`src/dac_cfg_pkg.sv`:
```
// shared constants and types of the converter configuration port
package dac_cfg_pkg;
	// ****************************************
	// register offsets
	// ****************************************
	localparam logic [4:0] ADDR_DATA_PATH = 5'h02;
	localparam logic [4:0] ADDR_CAL_STATUS = 5'h0E;
	localparam logic [4:0] ADDR_CAL_CTRL = 5'h0F;
	localparam logic [4:0] ADDR_MEM_ADDR = 5'h10;
	localparam logic [4:0] ADDR_MEM_VALUE = 5'h11;
	localparam logic [4:0] ADDR_QUADRANT = 5'h15;
	localparam logic [4:0] ADDR_BYPASS = 5'h16;
	// ****************************************
	// field positions
	// ****************************************
	localparam int BIT_RATE = 6;
	localparam int BIT_IN_INV = 5;
	localparam int BIT_OUT_INV = 4;
	localparam int BIT_OUT_DIS = 3;
	localparam int BIT_MANUAL = 2;
	localparam int BIT_FORCE = 1;
	localparam int BIT_SELF_DONE = 7;
	localparam int BIT_SELF_START = 6;
	localparam int BIT_COPY_DONE = 5;
	localparam int BIT_COPY_START = 4;
	localparam int BIT_WMEM_WR = 3;
	localparam int BIT_WMEM_RD = 2;
	localparam int BIT_FACTORY_CAL_MEMORY_RD = 1;
	localparam int BIT_UNCALIBRATED_SELECT = 0;
	localparam int BIT_BYPASS = 6;
	localparam int BIT_EXT_QUAD = 5;
	// ****************************************
	// write masks and reset values
	// ****************************************
	localparam logic [7:0] MASK_DATA_PATH = 8'h7C;
	localparam logic [7:0] MASK_CAL_CTRL = 8'h5F;
	localparam logic [7:0] MASK_BYPASS = 8'h78;
	localparam logic [7:0] RST_REG = 8'h00;
	localparam logic [5:0] CAL_DEFAULT = 6'h3F;
	localparam logic [1:0] CAL_UNCALIBRATED_SELECT = 2'b00;
	localparam logic [1:0] CAL_SELF = 2'b01;
	localparam logic [1:0] CAL_FACTORY = 2'b10;
	localparam logic [1:0] CAL_USER = 2'b11;
	// ****************************************
	// timing counts
	// ****************************************
	localparam logic [8:0] SELFCAL_TICKS = 9'h100;
	localparam int PIPE_BYPASS = 4;
	// ****************************************
	// types
	// ****************************************
	typedef struct packed {
		logic dataRateSelect;
		logic inDclkInvert;
		logic outDclkInvert;
		logic outDclkDisable;
	} dp_ctrl_t;
	typedef enum logic [1:0] {
		SPI_IDLE = 2'b00,
		SPI_INSTR = 2'b01,
		SPI_DATA = 2'b10,
		SPI_DONE = 2'b11
	} spi_state_t;
	typedef enum logic [2:0] {
		OP_IDLE = 3'b000,
		OP_SELF = 3'b001,
		OP_COPY_RD = 3'b010,
		OP_COPY_WR = 3'b011,
		OP_FILL = 3'b100
	} cal_op_t;
endpackage : dac_cfg_pkg

```
`src/cal_memory.sv`:
```
// working and factory calibration memories with registered read data
`timescale 1ns/1ps
module cal_memory
	import dac_cfg_pkg::*;
#(
	parameter int AW = 8,
	parameter int DW = 6,
	parameter logic [5:0] FACTORY_VALUE = 6'h20
) (
	input wire logic clock,
	input wire logic [AW-1:0] addr,
	input wire logic writeEn,
	input wire logic [DW-1:0] writeData,
	input wire logic readFactory,
	output logic [DW-1:0] readData
);
	// ****************************************
	// storage
	// ****************************************
	logic [DW-1:0] working [2**AW];

	always_ff @(posedge clock) begin
		if (writeEn) begin
			working[addr] <= writeData;
		end
	end

	// factory contents are a constant table
	always_ff @(posedge clock) begin
		readData <= readFactory ? DW'(FACTORY_VALUE) : working[addr];
	end
endmodule : cal_memory

```
`src/cal_clock_divider.sv`:
```
// self-calibration clock divider, one tick per divided period
`timescale 1ns/1ps
module cal_clock_divider
	import dac_cfg_pkg::*;
(
	input wire logic clock,
	input wire logic rst,
	input wire logic run,
	input wire logic [2:0] ratioCode,
	output logic tick
);
	logic [11:0] count;
	logic [11:0] limit;

	// code 0 gives 4096, each step halves down to 32
	assign limit = 12'((13'h1000 >> ratioCode) - 13'h0001);

	always_ff @(posedge clock or posedge rst) begin
		if (rst) begin
			count <= 12'h000;
			tick <= 1'b0;
		end else if (!run) begin
			count <= 12'h000;
			tick <= 1'b0;
		end else begin
			tick <= (count == limit);
			count <= (count == limit) ? 12'h000 : 12'(count + 12'h001);
		end
	end
endmodule : cal_clock_divider

```
`src/dac_serial_config_port.sv`:
```
// serial configuration port and control register bank
//
// Function
// - data-path bit 6 picks DDR (0) or SDR (1) capture
// - bits 5 and 4 invert input and output data clock
// - bit 3 turns the data clock output off
// - bit 2 selects manual sync, no automatic update
// - writing 1 to bit 1 forces a sync update
// - bit 0 reads 1 while sync logic needs update
// - calibration_status_clock bits 5:4 report calibration memory state
// - calibration_status_clock bits 2:0 pick self-cal clock divide 4096 down to 32
// - calibration_control bit 6 starts self-cal, bit 7 flags completion
// - calibration_control bit 4 starts factory copy, bit 5 flags completion
// - calibration_control bits 3,2,1 enable working write, working read, factory read
// - 0x10 holds memory address, 0x11 six-bit memory value
// - calibration_control bit 0 refills working memory with default 63
// - 0x15 bits 1:0 report the current sync quadrant
// - sync_bypass_control bit 6 bypasses the data synchronizer
// - sync_bypass_control bit 5 takes quadrant from bits 4:3
// - bypass path latency is four sample clocks
// - instruction byte on first eight rising edges, then data
// - chip select low restarts, high aborts the transfer
// - instruction holds read flag, byte count and address
// - instruction bit 7 high reads, low writes
// - count codes 0..3 move one to four bytes
// - MSB first decrements address, LSB first increments
// - read bits leave on falling edges after eighth rising edge
`timescale 1ns/1ps
module dac_serial_config_port
	import dac_cfg_pkg::*;
#(
	parameter int WORD_W = 16
) (
	input wire logic clock,
	input wire logic rst,
	input wire logic chipSelectN,
	input wire logic serialClock,
	input wire logic serialDataIn,
	output logic serialDataOut,
	output logic serialDataOutEn,
	input wire logic lsbFirst,
	input wire logic syncDrift,
	input wire logic [1:0] autoQuadrant,
	output logic syncUpdate,
	output dp_ctrl_t dpCtrl,
	output logic dataClockOut,
	input wire logic [WORD_W-1:0] inputWord,
	output logic [WORD_W-1:0] outputWord
);

	// ****************************************
	// pin synchronisers and edges
	// ****************************************
	logic csMeta, csSync, sclkMeta, sclkSync, sclkPrev, sdiMeta, sdiSync;
	logic csActive, sclkRise, sclkFall;

	always_ff @(posedge clock or posedge rst) begin
		if (rst) begin
			csMeta <= 1'b1;
			csSync <= 1'b1;
			sclkMeta <= 1'b0;
			sclkSync <= 1'b0;
			sclkPrev <= 1'b0;
			sdiMeta <= 1'b0;
			sdiSync <= 1'b0;
		end else begin
			csMeta <= chipSelectN;
			csSync <= csMeta;
			sclkMeta <= serialClock;
			sclkSync <= sclkMeta;
			sclkPrev <= sclkSync;
			sdiMeta <= serialDataIn;
			sdiSync <= sdiMeta;
		end
	end

	assign csActive = !csSync;
	assign sclkRise = csActive && sclkSync && !sclkPrev;
	assign sclkFall = csActive && !sclkSync && sclkPrev;

	// ****************************************
	// serial engine
	// ****************************************
	spi_state_t state;
	logic [2:0] bitCnt;
	logic [7:0] shiftReg, shiftNext, txShift, readByte;
	logic [4:0] curAddr, stepAddr, readAddr;
	logic [1:0] bytesLeft;
	logic isRead, byteDone, regWr;

	assign shiftNext = lsbFirst ? {sdiSync, shiftReg[7:1]} : {shiftReg[6:0], sdiSync};
	assign byteDone = sclkRise && (bitCnt == 3'h7);
	assign stepAddr = lsbFirst ? 5'(curAddr + 5'h01) : 5'(curAddr - 5'h01);
	assign regWr = (state == SPI_DATA) && byteDone && !isRead;
	assign readAddr = (state == SPI_INSTR) ? shiftNext[4:0] : stepAddr;

	always_ff @(posedge clock or posedge rst) begin
		if (rst) begin
			state <= SPI_IDLE;
			bitCnt <= 3'h0;
			shiftReg <= 8'h00;
			curAddr <= 5'h00;
			bytesLeft <= 2'b00;
			isRead <= 1'b0;
		end else if (!csActive) begin
			state <= SPI_IDLE;
			bitCnt <= 3'h0;
		end else begin
			if (sclkRise) begin
				shiftReg <= shiftNext;
				bitCnt <= 3'(bitCnt + 3'h1);
			end
			case (state)
				SPI_IDLE: begin
					state <= SPI_INSTR;
					bitCnt <= 3'h0;
				end
				SPI_INSTR: begin
					if (byteDone) begin
						isRead <= shiftNext[7];
						bytesLeft <= shiftNext[6:5];
						curAddr <= shiftNext[4:0];
						state <= SPI_DATA;
					end
				end
				SPI_DATA: begin
					if (byteDone) begin
						curAddr <= stepAddr;
						bytesLeft <= 2'(bytesLeft - 2'b01);
						if (bytesLeft == 2'b00) begin
							state <= SPI_DONE;
						end
					end
				end
				SPI_DONE: begin
					state <= SPI_DONE;
				end
				default: begin
					state <= SPI_IDLE;
				end
			endcase
		end
	end

	// read data leaves on falling edges
	always_ff @(posedge clock or posedge rst) begin
		if (rst) begin
			txShift <= 8'h00;
			serialDataOut <= 1'b0;
			serialDataOutEn <= 1'b0;
		end else if (!csActive) begin
			serialDataOutEn <= 1'b0;
			serialDataOut <= 1'b0;
		end else if (byteDone && (state == SPI_INSTR ? shiftNext[7] : isRead)) begin
			txShift <= readByte;
		end else if (sclkFall && state == SPI_DATA && isRead) begin
			serialDataOut <= lsbFirst ? txShift[0] : txShift[7];
			serialDataOutEn <= 1'b1;
			txShift <= lsbFirst ? {1'b0, txShift[7:1]} : {txShift[6:0], 1'b0};
		end
	end

	// ****************************************
	// register bank
	// ****************************************
	logic [7:0] dataPath, calCtrl, memAddr, bypassCtl;
	logic [2:0] calDiv;
	logic [1:0] calState, quadrant;
	logic [5:0] memValue, memRead;
	logic needFlag, calIdle, selfStart, copyStart, uncalStart;
	logic selfDone, copyDone, fillDone, userWrite, readPend, readCapture;
	cal_op_t calOp;

	assign calIdle = (calOp == OP_IDLE);
	assign selfStart = regWr && curAddr == ADDR_CAL_CTRL && shiftNext[BIT_SELF_START] && calIdle;
	assign copyStart = regWr && curAddr == ADDR_CAL_CTRL && shiftNext[BIT_COPY_START] && calIdle;
	assign uncalStart = regWr && curAddr == ADDR_CAL_CTRL && shiftNext[BIT_UNCALIBRATED_SELECT] && calIdle;

	always_comb begin
		case (readAddr)
			ADDR_DATA_PATH: readByte = dataPath | {7'h00, needFlag};
			ADDR_CAL_STATUS: readByte = {2'b00, calState, 1'b0, calDiv};
			ADDR_CAL_CTRL: readByte = calCtrl;
			ADDR_MEM_ADDR: readByte = memAddr;
			ADDR_MEM_VALUE: readByte = {2'b00, memValue};
			ADDR_QUADRANT: readByte = {6'h00, quadrant};
			ADDR_BYPASS: readByte = bypassCtl;
			default: readByte = 8'h00;
		endcase
	end

	always_ff @(posedge clock or posedge rst) begin
		if (rst) begin
			dataPath <= RST_REG;
			calDiv <= 3'b000;
			calCtrl <= RST_REG;
			memAddr <= RST_REG;
			memValue <= 6'h00;
			bypassCtl <= RST_REG;
		end else begin
			if (regWr) begin
				case (curAddr)
					ADDR_DATA_PATH: dataPath <= shiftNext & MASK_DATA_PATH;
					ADDR_CAL_STATUS: calDiv <= shiftNext[2:0];
					ADDR_CAL_CTRL: begin
						calCtrl <= (shiftNext & MASK_CAL_CTRL) | (calCtrl & ~MASK_CAL_CTRL);
						if (selfStart) begin
							calCtrl[BIT_SELF_DONE] <= 1'b0;
						end
						if (copyStart) begin
							calCtrl[BIT_COPY_DONE] <= 1'b0;
						end
					end
					ADDR_MEM_ADDR: memAddr <= shiftNext;
					ADDR_MEM_VALUE: memValue <= shiftNext[5:0];
					ADDR_BYPASS: bypassCtl <= shiftNext & MASK_BYPASS;
					default: memAddr <= memAddr;
				endcase
			end
			if (readCapture) begin
				memValue <= memRead;
			end
			// completion set wins over any clear in the same cycle
			if (selfDone) begin
				calCtrl[BIT_SELF_DONE] <= 1'b1;
				calCtrl[BIT_SELF_START] <= 1'b0;
			end
			if (copyDone) begin
				calCtrl[BIT_COPY_DONE] <= 1'b1;
				calCtrl[BIT_COPY_START] <= 1'b0;
			end
		end
	end

	assign dpCtrl.dataRateSelect = dataPath[BIT_RATE];
	assign dpCtrl.inDclkInvert = dataPath[BIT_IN_INV];
	assign dpCtrl.outDclkInvert = dataPath[BIT_OUT_INV];
	assign dpCtrl.outDclkDisable = dataPath[BIT_OUT_DIS];

	// ****************************************
	// data clock output
	// ****************************************
	logic dclkToggle;

	always_ff @(posedge clock or posedge rst) begin
		if (rst) begin
			dclkToggle <= 1'b0;
			dataClockOut <= 1'b0;
		end else begin
			dclkToggle <= !dclkToggle;
			dataClockOut <= dataPath[BIT_OUT_DIS] ? 1'b0 : (dclkToggle ^ dataPath[BIT_OUT_INV]);
		end
	end

	// ****************************************
	// sync logic control
	// ****************************************
	logic forceUpdate;

	assign forceUpdate = regWr && curAddr == ADDR_DATA_PATH && shiftNext[BIT_FORCE];
	assign syncUpdate = forceUpdate || (!dataPath[BIT_MANUAL] && needFlag);

	always_ff @(posedge clock or posedge rst) begin
		if (rst) begin
			needFlag <= 1'b0;
			quadrant <= 2'b00;
		end else begin
			needFlag <= syncDrift || (needFlag && !syncUpdate);
			if (bypassCtl[BIT_EXT_QUAD]) begin
				quadrant <= bypassCtl[4:3];
			end else if (syncUpdate) begin
				quadrant <= autoQuadrant;
			end
		end
	end

	// ****************************************
	// data path
	// ****************************************
	logic [WORD_W-1:0] pipe [PIPE_BYPASS];

	always_ff @(posedge clock or posedge rst) begin
		if (rst) begin
			for (int i = 0; i < PIPE_BYPASS; i++) begin
				pipe[i] <= '0;
			end
			outputWord <= '0;
		end else begin
			pipe[0] <= inputWord;
			for (int i = 1; i < PIPE_BYPASS; i++) begin
				pipe[i] <= pipe[i-1];
			end
			outputWord <= bypassCtl[BIT_BYPASS] ? pipe[PIPE_BYPASS-2] : pipe[PIPE_BYPASS-1];
		end
	end

	// ****************************************
	// calibration sequencer and memory
	// ****************************************
	logic [7:0] calIdx, memPortAddr;
	logic [8:0] tickCnt;
	logic calTick, memWe, memFactory;
	logic [5:0] memWd;

	assign selfDone = (calOp == OP_SELF) && calTick && tickCnt == 9'(SELFCAL_TICKS - 9'h001);
	assign copyDone = (calOp == OP_COPY_WR) && calIdx == 8'hFF;
	assign fillDone = (calOp == OP_FILL) && calIdx == 8'hFF;

	always_ff @(posedge clock or posedge rst) begin
		if (rst) begin
			calOp <= OP_FILL;
			calIdx <= 8'h00;
			tickCnt <= 9'h000;
		end else begin
			case (calOp)
				OP_IDLE: begin
					calIdx <= 8'h00;
					tickCnt <= 9'h000;
					if (uncalStart) begin
						calOp <= OP_FILL;
					end else if (copyStart) begin
						calOp <= OP_COPY_RD;
					end else if (selfStart) begin
						calOp <= OP_SELF;
					end
				end
				OP_SELF: begin
					if (calTick) begin
						tickCnt <= 9'(tickCnt + 9'h001);
					end
					if (selfDone) begin
						calOp <= OP_IDLE;
					end
				end
				OP_COPY_RD: calOp <= OP_COPY_WR;
				OP_COPY_WR: begin
					calIdx <= 8'(calIdx + 8'h01);
					calOp <= copyDone ? OP_IDLE : OP_COPY_RD;
				end
				OP_FILL: begin
					calIdx <= 8'(calIdx + 8'h01);
					if (fillDone) begin
						calOp <= OP_IDLE;
					end
				end
				default: calOp <= OP_IDLE;
			endcase
		end
	end

	always_ff @(posedge clock or posedge rst) begin
		if (rst) begin
			calState <= CAL_UNCALIBRATED_SELECT;
			userWrite <= 1'b0;
			readPend <= 1'b0;
			readCapture <= 1'b0;
		end else begin
			userWrite <= regWr && curAddr == ADDR_MEM_VALUE && calCtrl[BIT_WMEM_WR];
			readPend <= regWr && curAddr == ADDR_MEM_ADDR
				&& (calCtrl[BIT_WMEM_RD] || calCtrl[BIT_FACTORY_CAL_MEMORY_RD]);
			readCapture <= readPend;
			if (fillDone) begin
				calState <= CAL_UNCALIBRATED_SELECT;
			end else if (selfDone) begin
				calState <= CAL_SELF;
			end else if (copyDone) begin
				calState <= CAL_FACTORY;
			end else if (userWrite) begin
				calState <= CAL_USER;
			end
		end
	end

	always_comb begin
		memPortAddr = memAddr;
		memWe = userWrite && calIdle;
		memWd = memValue;
		memFactory = calCtrl[BIT_FACTORY_CAL_MEMORY_RD];
		case (calOp)
			OP_FILL: begin
				memPortAddr = calIdx;
				memWe = 1'b1;
				memWd = CAL_DEFAULT;
			end
			OP_COPY_RD: begin
				memPortAddr = calIdx;
				memFactory = 1'b1;
			end
			OP_COPY_WR: begin
				memPortAddr = calIdx;
				memWe = 1'b1;
				memWd = memRead;
			end
			default: memFactory = calCtrl[BIT_FACTORY_CAL_MEMORY_RD];
		endcase
	end

	cal_memory u_mem (
		.clock(clock),
		.addr(memPortAddr),
		.writeEn(memWe),
		.writeData(memWd),
		.readFactory(memFactory),
		.readData(memRead)
	);

	cal_clock_divider u_div (
		.clock(clock),
		.rst(rst),
		.run(calOp == OP_SELF),
		.ratioCode(calDiv),
		.tick(calTick)
	);
endmodule : dac_serial_config_port

```
`config.mk`:
```
export PLATFORM = sky130hd
export DESIGN_NAME = dac_serial_config_port
export DESIGN_NICKNAME = d
export VERILOG_FILES = /design/src/dac_cfg_pkg.sv /design/src/cal_memory.sv /design/src/cal_clock_divider.sv /design/src/dac_serial_config_port.sv
export SDC_FILE = /design/constraint.sdc
export NUM_CORES = 2
export LEC_CHECK = 0
export BUFFER_PORTS_ARGS = -buffer_cell sky130_fd_sc_hd__buf_2
export CELL_PAD_IN_SITES_DETAIL_PLACEMENT = 2
export CELL_PAD_IN_SITES_GLOBAL_PLACEMENT = 2
export CORE_MARGIN = 2
export CORE_UTILIZATION = 45
export CTS_CLUSTER_DIAMETER = 80
export DETAILED_ROUTE_END_ITERATION = 6
export GPL_TIMING_DRIVEN = 1
export PLACE_DENSITY = 0.81
export SETUP_SLACK_MARGIN = 0.3
export SKIP_LAST_GASP = 1
export SLEW_MARGIN = 20
export SYNTH_ARGS = -nofsm -noshare
export SYNTH_HDL_FRONTEND = slang
export SYNTH_SLANG_ARGS = --single-unit
```
`constraint.sdc`:
```
create_clock -name clock -period 17.9 [get_ports clock]
set_input_delay 2.685 -clock clock [delete_from_list [all_inputs] [get_ports clock]]
set_output_delay 2.685 -clock clock [all_outputs]
set_load 0.03 [all_outputs]
```
# Yosys cells after proc, flatten, opt, wreduce, memory -nomap -nowiden
# Memory sizes are Yosys's and may differ from the RTL's. A register that Yosys moved wholly into a read port is not among the register bits.
# Cells that the tools add are included.
[classes]
shift = 1
n_eq_ne = 34
reduce_logical = 75
order_cmp = 0
mul = 0
n_bitwise = 4
n_mux = 65
n_addsub = 8
div_mod_pow = 0
[ops]
columns = ["operator", "count"]
rows = [
  ["2-to-1 mux 8 bit", 7],
  ["case mux 8 bit (7 select lines)", 1],
  ["== test 5 bit, second input constant", 7],
  ["logical AND 1 bit", 30],
  ["2-to-1 mux 2 bit", 15],
  ["2-to-1 mux 12 bit", 2],
  ["2-to-1 mux 3 bit", 8],
  ["AND reduction 2 bit", 12],
  ["nonzero test 2 bit", 12],
  ["== test 5 x 4 -> 1 bit, second input constant", 4],
  ["2-to-1 mux 5 bit", 4],
  ["2-to-1 mux 6 bit", 3],
  ["case mux 9 bit (2 select lines)", 1],
  ["2-to-1 mux 1 bit", 16],
  ["2-to-1 mux 16 bit", 1],
  ["case mux 8 bit (2 select lines)", 1],
  ["case mux 3 bit (5 select lines)", 1],
  ["right shift 13 x 3 -> 12 bit, first input constant", 1],
  ["adder 12 x 1 -> 12 bit, second input constant", 1],
  ["== test 12 bit", 1],
  ["!= test 2 bit, second input constant", 6],
  ["case mux 6 bit (2 select lines)", 1],
  ["subtractor 12 x 1 -> 12 bit, second input constant", 1],
  ["== test 5 x 2 -> 1 bit, second input constant", 2],
  ["other kinds (34)", 49],
]
[word_totals]
out_inout_bits = 24
elab_cells = 230
latch_bits = 0
regBits = 195
mem_bits_rw = 1536
rom_bits = 0
inputBits = 25
mem_count = 1
[mem_list]
columns = ["memory", "depth", "width", "read_ports", "rd_clocked_by_memory_dff", "write_ports", "line", "source"]
rows = [
  ["u_mem.working", 256, 6, 1, 1, 1, "cal_memory.sv:20", "logic [DW-1:0] working [2**AW];"],
]

# Longest topological paths before layout
[logic_depth]
ltp_word = 13
depth_mapped = 16
ltp_nobuf = 12

# Cells and area by module
# From an unflattened synthesis, not the netlist that was laid out.
[hier_totals]
cells_unflattened = 3704
area_unflattened_um2 = 68844.8
[modules_own_cells]
columns = ["module", "n_inst", "seq_area_each_um2", "cells_per_inst", "area_each_um2"]
rows = [
  ["cal_memory", 1, 46244.4, 2917, 60274.1],
  ["dac_serial_config_port", 1, 4558.1, 692, 7662.3],
  ["cal_clock_divider", 1, 325.3, 95, 908.4],
]

# Least setup slack after synthesis
# Ideal clock, no wire load.
[synth_path]
path_type = "reg2reg"
startpoint = "register calOp[2]"
endpoint = "memory u_mem.working[0][1], data pin"
path_buffers = 1
setup_ns = 2.187
period_less_slack_ns = 12.996
t_required_ns = 15.713
setup_slack_ns = 4.904
arrival_ns = 10.809
stages_incl_launch_ff = 6
cell_sequence = "dfstp_2 > buf_4 > inv_1 > nor2_1 > nor2_1 > o21ai_0"
[synth_between]
elab_chain_len = 2
word_cells_on_any_way = 3
cone_classes = "eq/ne (2); mux (1)"
[synth_lines]
columns = ["element", "line", "source"]
rows = [
  ["start, declared", "dac_serial_config_port.sv:172", "cal_op_t calOp;"],
  ["start signal, assigned", "dac_serial_config_port.sv:338", "calOp <= copyDone ? OP_IDLE : OP_COPY_RD;"],
  ["== test 3 x 2 -> 1 bit or == test 3 bit (tied branches)", "dac_serial_config_port.sv:379", "case (calOp)"],
  ["case mux 6 bit (2 select lines) *", "dac_serial_config_port.sv:379", ""],
  ["net memWd[1]", "dac_serial_config_port.sv:303", "logic [5:0] memWd;"],
  ["end, declared", "cal_memory.sv:20", ""],
]
# Mark *: on every way through the listed nets, which the timed path passes. The rest lies on a longest branch.

# Worst setup path after layout
[layout_path]
startpoint = "input lsbFirst"
endpoint = "output syncUpdate"
[layout_between]
elab_chain_len = 3
[layout_lines]
columns = ["element", "line", "source"]
rows = [
  ["start, declared", "dac_serial_config_port.sv:41", "input wire logic lsbFirst,"],
  ["2-to-1 mux 8 bit", "dac_serial_config_port.sv:91", "assign shiftNext = lsbFirst ? {sdiSync, shiftReg[7:1]} : {shiftReg[6:0], sdiSync};"],
  ["logical AND 1 bit", "dac_serial_config_port.sv:260", "assign forceUpdate = regWr && curAddr == ADDR_DATA_PATH && shiftNext[BIT_FORCE];"],
  ["logical OR 1 bit", "dac_serial_config_port.sv:261", "assign syncUpdate = forceUpdate || (!dataPath[BIT_MANUAL] && needFlag);"],
  ["end, declared", "dac_serial_config_port.sv:44", "output logic syncUpdate,"],
]
# Every way passes these cells.

==> summary.md <==
| Metric | Value |
|---|---|
| Crit end category | output port |
| Filler cells | 14,621 |
| Status | finished, violations left |
| DR pass1 iterations | 7 |
| Crit Reg-Reg Startpoint | calOp[1]$_DFFE_PP0P_ |
| DR iter-0 viols | 6,212 |
| Post-CTS Setup Inserts | 0 |
| Seq/Total Area, Yosys | 0.728 |
| Die area | 159,000 µm² |
| Hold path startpoint | pipe[37]$_DFF_PP0_ |
| Synth Instances | 5,543 |
| Clock Pin Slew Worst Setup and Hold Paths | 70 ps |
| Least-Margin Pin Slew | 1350 ps |
| Mapped Nets | 5,580 |
| CTS tree | yes |
| Minimum clock period | 7400 ps |
| Failing checks | DRC |
| Core area | 155,000 µm² |
| Worst Path Max Fanout | 19 |
| CP startpoint | lsbFirst |
| Static leakage | 28.5 nW |
| # IOs | 49 |
| H-tree Lvls | 4 |
| Endpoints failing hold | 0 |
| Area of the multi-input gates | 17,500 µm² |
| TNS Setup | 0 ps |
| Clock Latency Late Sink | 860 ps |
| IO buf count | 48 |
| Post-CTS Hold Buffers | 0 |
| Starting density of the core | 0.454 |
| Die height | 399 µm |
| Area Growth Syn to Fin | 11.3% |
| Inserted Clock Buffers | 184 |
| Crit share post-route | 0.413 |
| Gr usage total | 0.344 |
| Startpoint types | input port |
| Setup CP Type | in -> out |
| Post-synthesis register bit count | 1,737 |
| Area occupied by registers | 51,100 µm² |
| Root Buffer | clkbuf_16 |
| Post-Route WL | 276,000 µm |
| Max Clock Freq | 135 MHz |
| Sink Count | 1,737 |
| Fin. max-slew vios | 0 |
| RSZ-0062 raised after global routing | false |
| Max-cap check violation count | 0 |
| Pwr/cell area | 106 nW/µm² |
| Via density | 6.56 |
| Post-DR wirelength/cell | 35.8 µm |
| Final setup vio count | 0 |
| Hpwl dp | 151,000 µm |
| Maximum vdd drop | 0.0000841 V |
| Total number of vias | 50,463 |
| Gpl congestion | 0.831 |
| Mapped Avg Cell Area | 12.7 µm² |
| Warning count from the yosys run | 0 |
| Largest net degree at the start of global routing | 180 |
| Remaining Overflow, GRT | 0 |
| Wire length of the first global-routing pass | 397,000 µm |
| Post-synth EDFFs | 1,536 |
| Synth cell types | 78 |
| Layout Skew | 35.0 ps |
| WP data arrival | 4710 ps |
| Final antenna-violating net count | 0 |
| DR DRC count | 3 |
| Die width | 399 µm |
| Fin util | 0.506 |
| Layout cells sized above 1 | 0.0857 |
| Finished Cell Area | 78,200 µm² |
| Worst hold path type | reg -> reg |
| Initial antenna violation count | 9 |
| Vias in the first global route | 54,636 |
| Worst EP required | 15,210 ps |
| Row count | 144 |
| Post-synthesis cell area | 70,200 µm² |
| Resized Gates After CTS | 0 |
| Ys async rst share | 0.112 |
| Nets | 5,531 |
| Most used DFF post-synth | edfxtp_1 |
| Area after DPL | 72,300 µm² |
| Worst rel slew slack | 0.101 |
| Max clock buf depth | 3 |
routing by layer:
layer / track usage / up-vias / wire length, µm / part of all wire
met3: 0.0689 / 845 / 22300 / 0.081
met2: 0.574 / 2889 / 135000 / 0.49
met5: 0 / - / 40 / 0.00014
li1: - / 20310 / - / -
met1: 0.418 / 26413 / 101000 / 0.37
met4: 0.194 / 6 / 16800 / 0.061
Yosys cell counts, types with 6 or more instances:
cell type,count,area (µm²)
edfxtp_1,1536,46100
nand2_1,1482,5560
nand3_1,418,2090
nor2_1,377,1420
dfrtp_1,192,4800
and3_1,189,1180
clkbuf_1,172,646
a31oi_1,164,1030
buf_2,153,766
a311oi_1,119,1040
a21oi_1,93,465
a211oi_1,88,661
o21ai_0,61,305
mux2i_1,45,450
a32oi_1,25,219
o31ai_1,23,173
buf_1,22,82.6
nand4_1,21,131
mux2_2,20,225
buf_4,19,143
nor3_1,19,95.1
inv_1,18,67.6
o22ai_1,18,113
xor2_1,17,149
a31o_2,16,140
a2111oi_0,15,131
a221oi_1,12,105
a41oi_1,11,96.3
ha_1,11,138
o221ai_1,11,96.3
or3_1,11,68.8
nor4_1,10,62.6
o21ai_1,10,50.1
a222oi_1,9,90.1
o22a_1,9,78.8
a21o_1,8,60.1
buf_6,8,90.1
nor2b_1,8,50.1
xnor2_1,8,70.1
a211o_1,7,61.3
a22oi_1,6,45.0
and2_1,6,37.5
dfxtp_1,6,120
sequential cells by signal, indices dropped and copies added, names as in the netlist, 9 cells and up:
| name | cells |
|---|---|
| pipe | 64 |
| outputWord | 16 |
| u_mem.working | 1536 |
| u_div.count | 12 |
| tickCnt | 9 |
final cells by class:
type                            instances  area share
Clock inverter                         87     0.00863
Tap cell                             2044      0.0327
Sequential cell                      1737       0.654
Antenna cell                            5    0.000160
Inverter                               18    0.000961
Timing Repair Buffer                  139      0.0131
Clock buffer                          253      0.0658
Multi-Input combinational cell       3414       0.224
critical path, stage by stage:
cell and delay, ps:
buf_2 460, mux2i_1 780, nor2_1 110, a21oi_1 410
inv_1 70, buf_2 190
report_power, final:
part	switching, W	internal (W)	total [W]
clock	0.00173	0.00214	0.00387
combinational	0.0000440	0.0000180	0.0000620
sequential	0.00000997	0.00436	0.00437
total	0.00179	0.00652	0.00830
cell families (layout without fill, tap and decap cells):
kind of cell	after synthesis	in the layout	share of synthesized area
adder cells (fa/ha/maj)	12	12	0.00225
XOR/XNOR	25	25	0.00312
other	0	5	0
multiplexers	65	65	0.00962
AO/OA/AOI/OAI	738	738	0.0752
AND/OR/NAND/NOR	2574	2574	0.156
buffers and inverters	392	497	0.0256
flip-flops	1737	1737	0.728
layout by cell type, fill, tap and decap left out, drive strengths merged, types with 18 or more instances in the layout:
master  instances
edfxtp       1536
nand2        1485
nand3         421
nor2          381
clkbuf        253
dfrtp         192
and3          190
a31oi         164
buf           139
a311oi        119
a21oi          93
a211oi         90
o21ai          71
clkinv         71
mux2i          45
a32oi          25
inv            25
o31ai          23
nand4          21
mux2           20
nor3           20
o22ai          18
path summary, 6_finish.rpt:
kind                                                 to  slack, ps  cells past startpoint
max in group asynchronous      u_div.count[4]$_DFF_PP0_      14610                      3
max reg2reg                u_mem.readData[4]$_SDFF_PP0_      10510                     13
min in group asynchronous            pipe[36]$_DFF_PP0_       2000                      2
min                                  pipe[21]$_DFF_PP0_        350                      0
max                                          syncUpdate      10500                      6
min reg2reg                          pipe[21]$_DFF_PP0_        350                      0
per-stage QoR:
step / setup slack, ps / cells / hold WS (ps) / power [W]
CTS: 10520 / 7690 / 352 / 0.00831
finish: 10500 / 7697 / 348 / 0.00830
global placement: 10670 / 7350 / 331 / 0.00451
floorplan: 4900 / 5543 / 331 / 0.00449
global route: 10330 / 7692 / 361 / 0.00845
detailed placement: 10510 / 7350 / 338 / 0.00452
(Power assumes the default switching activity.)
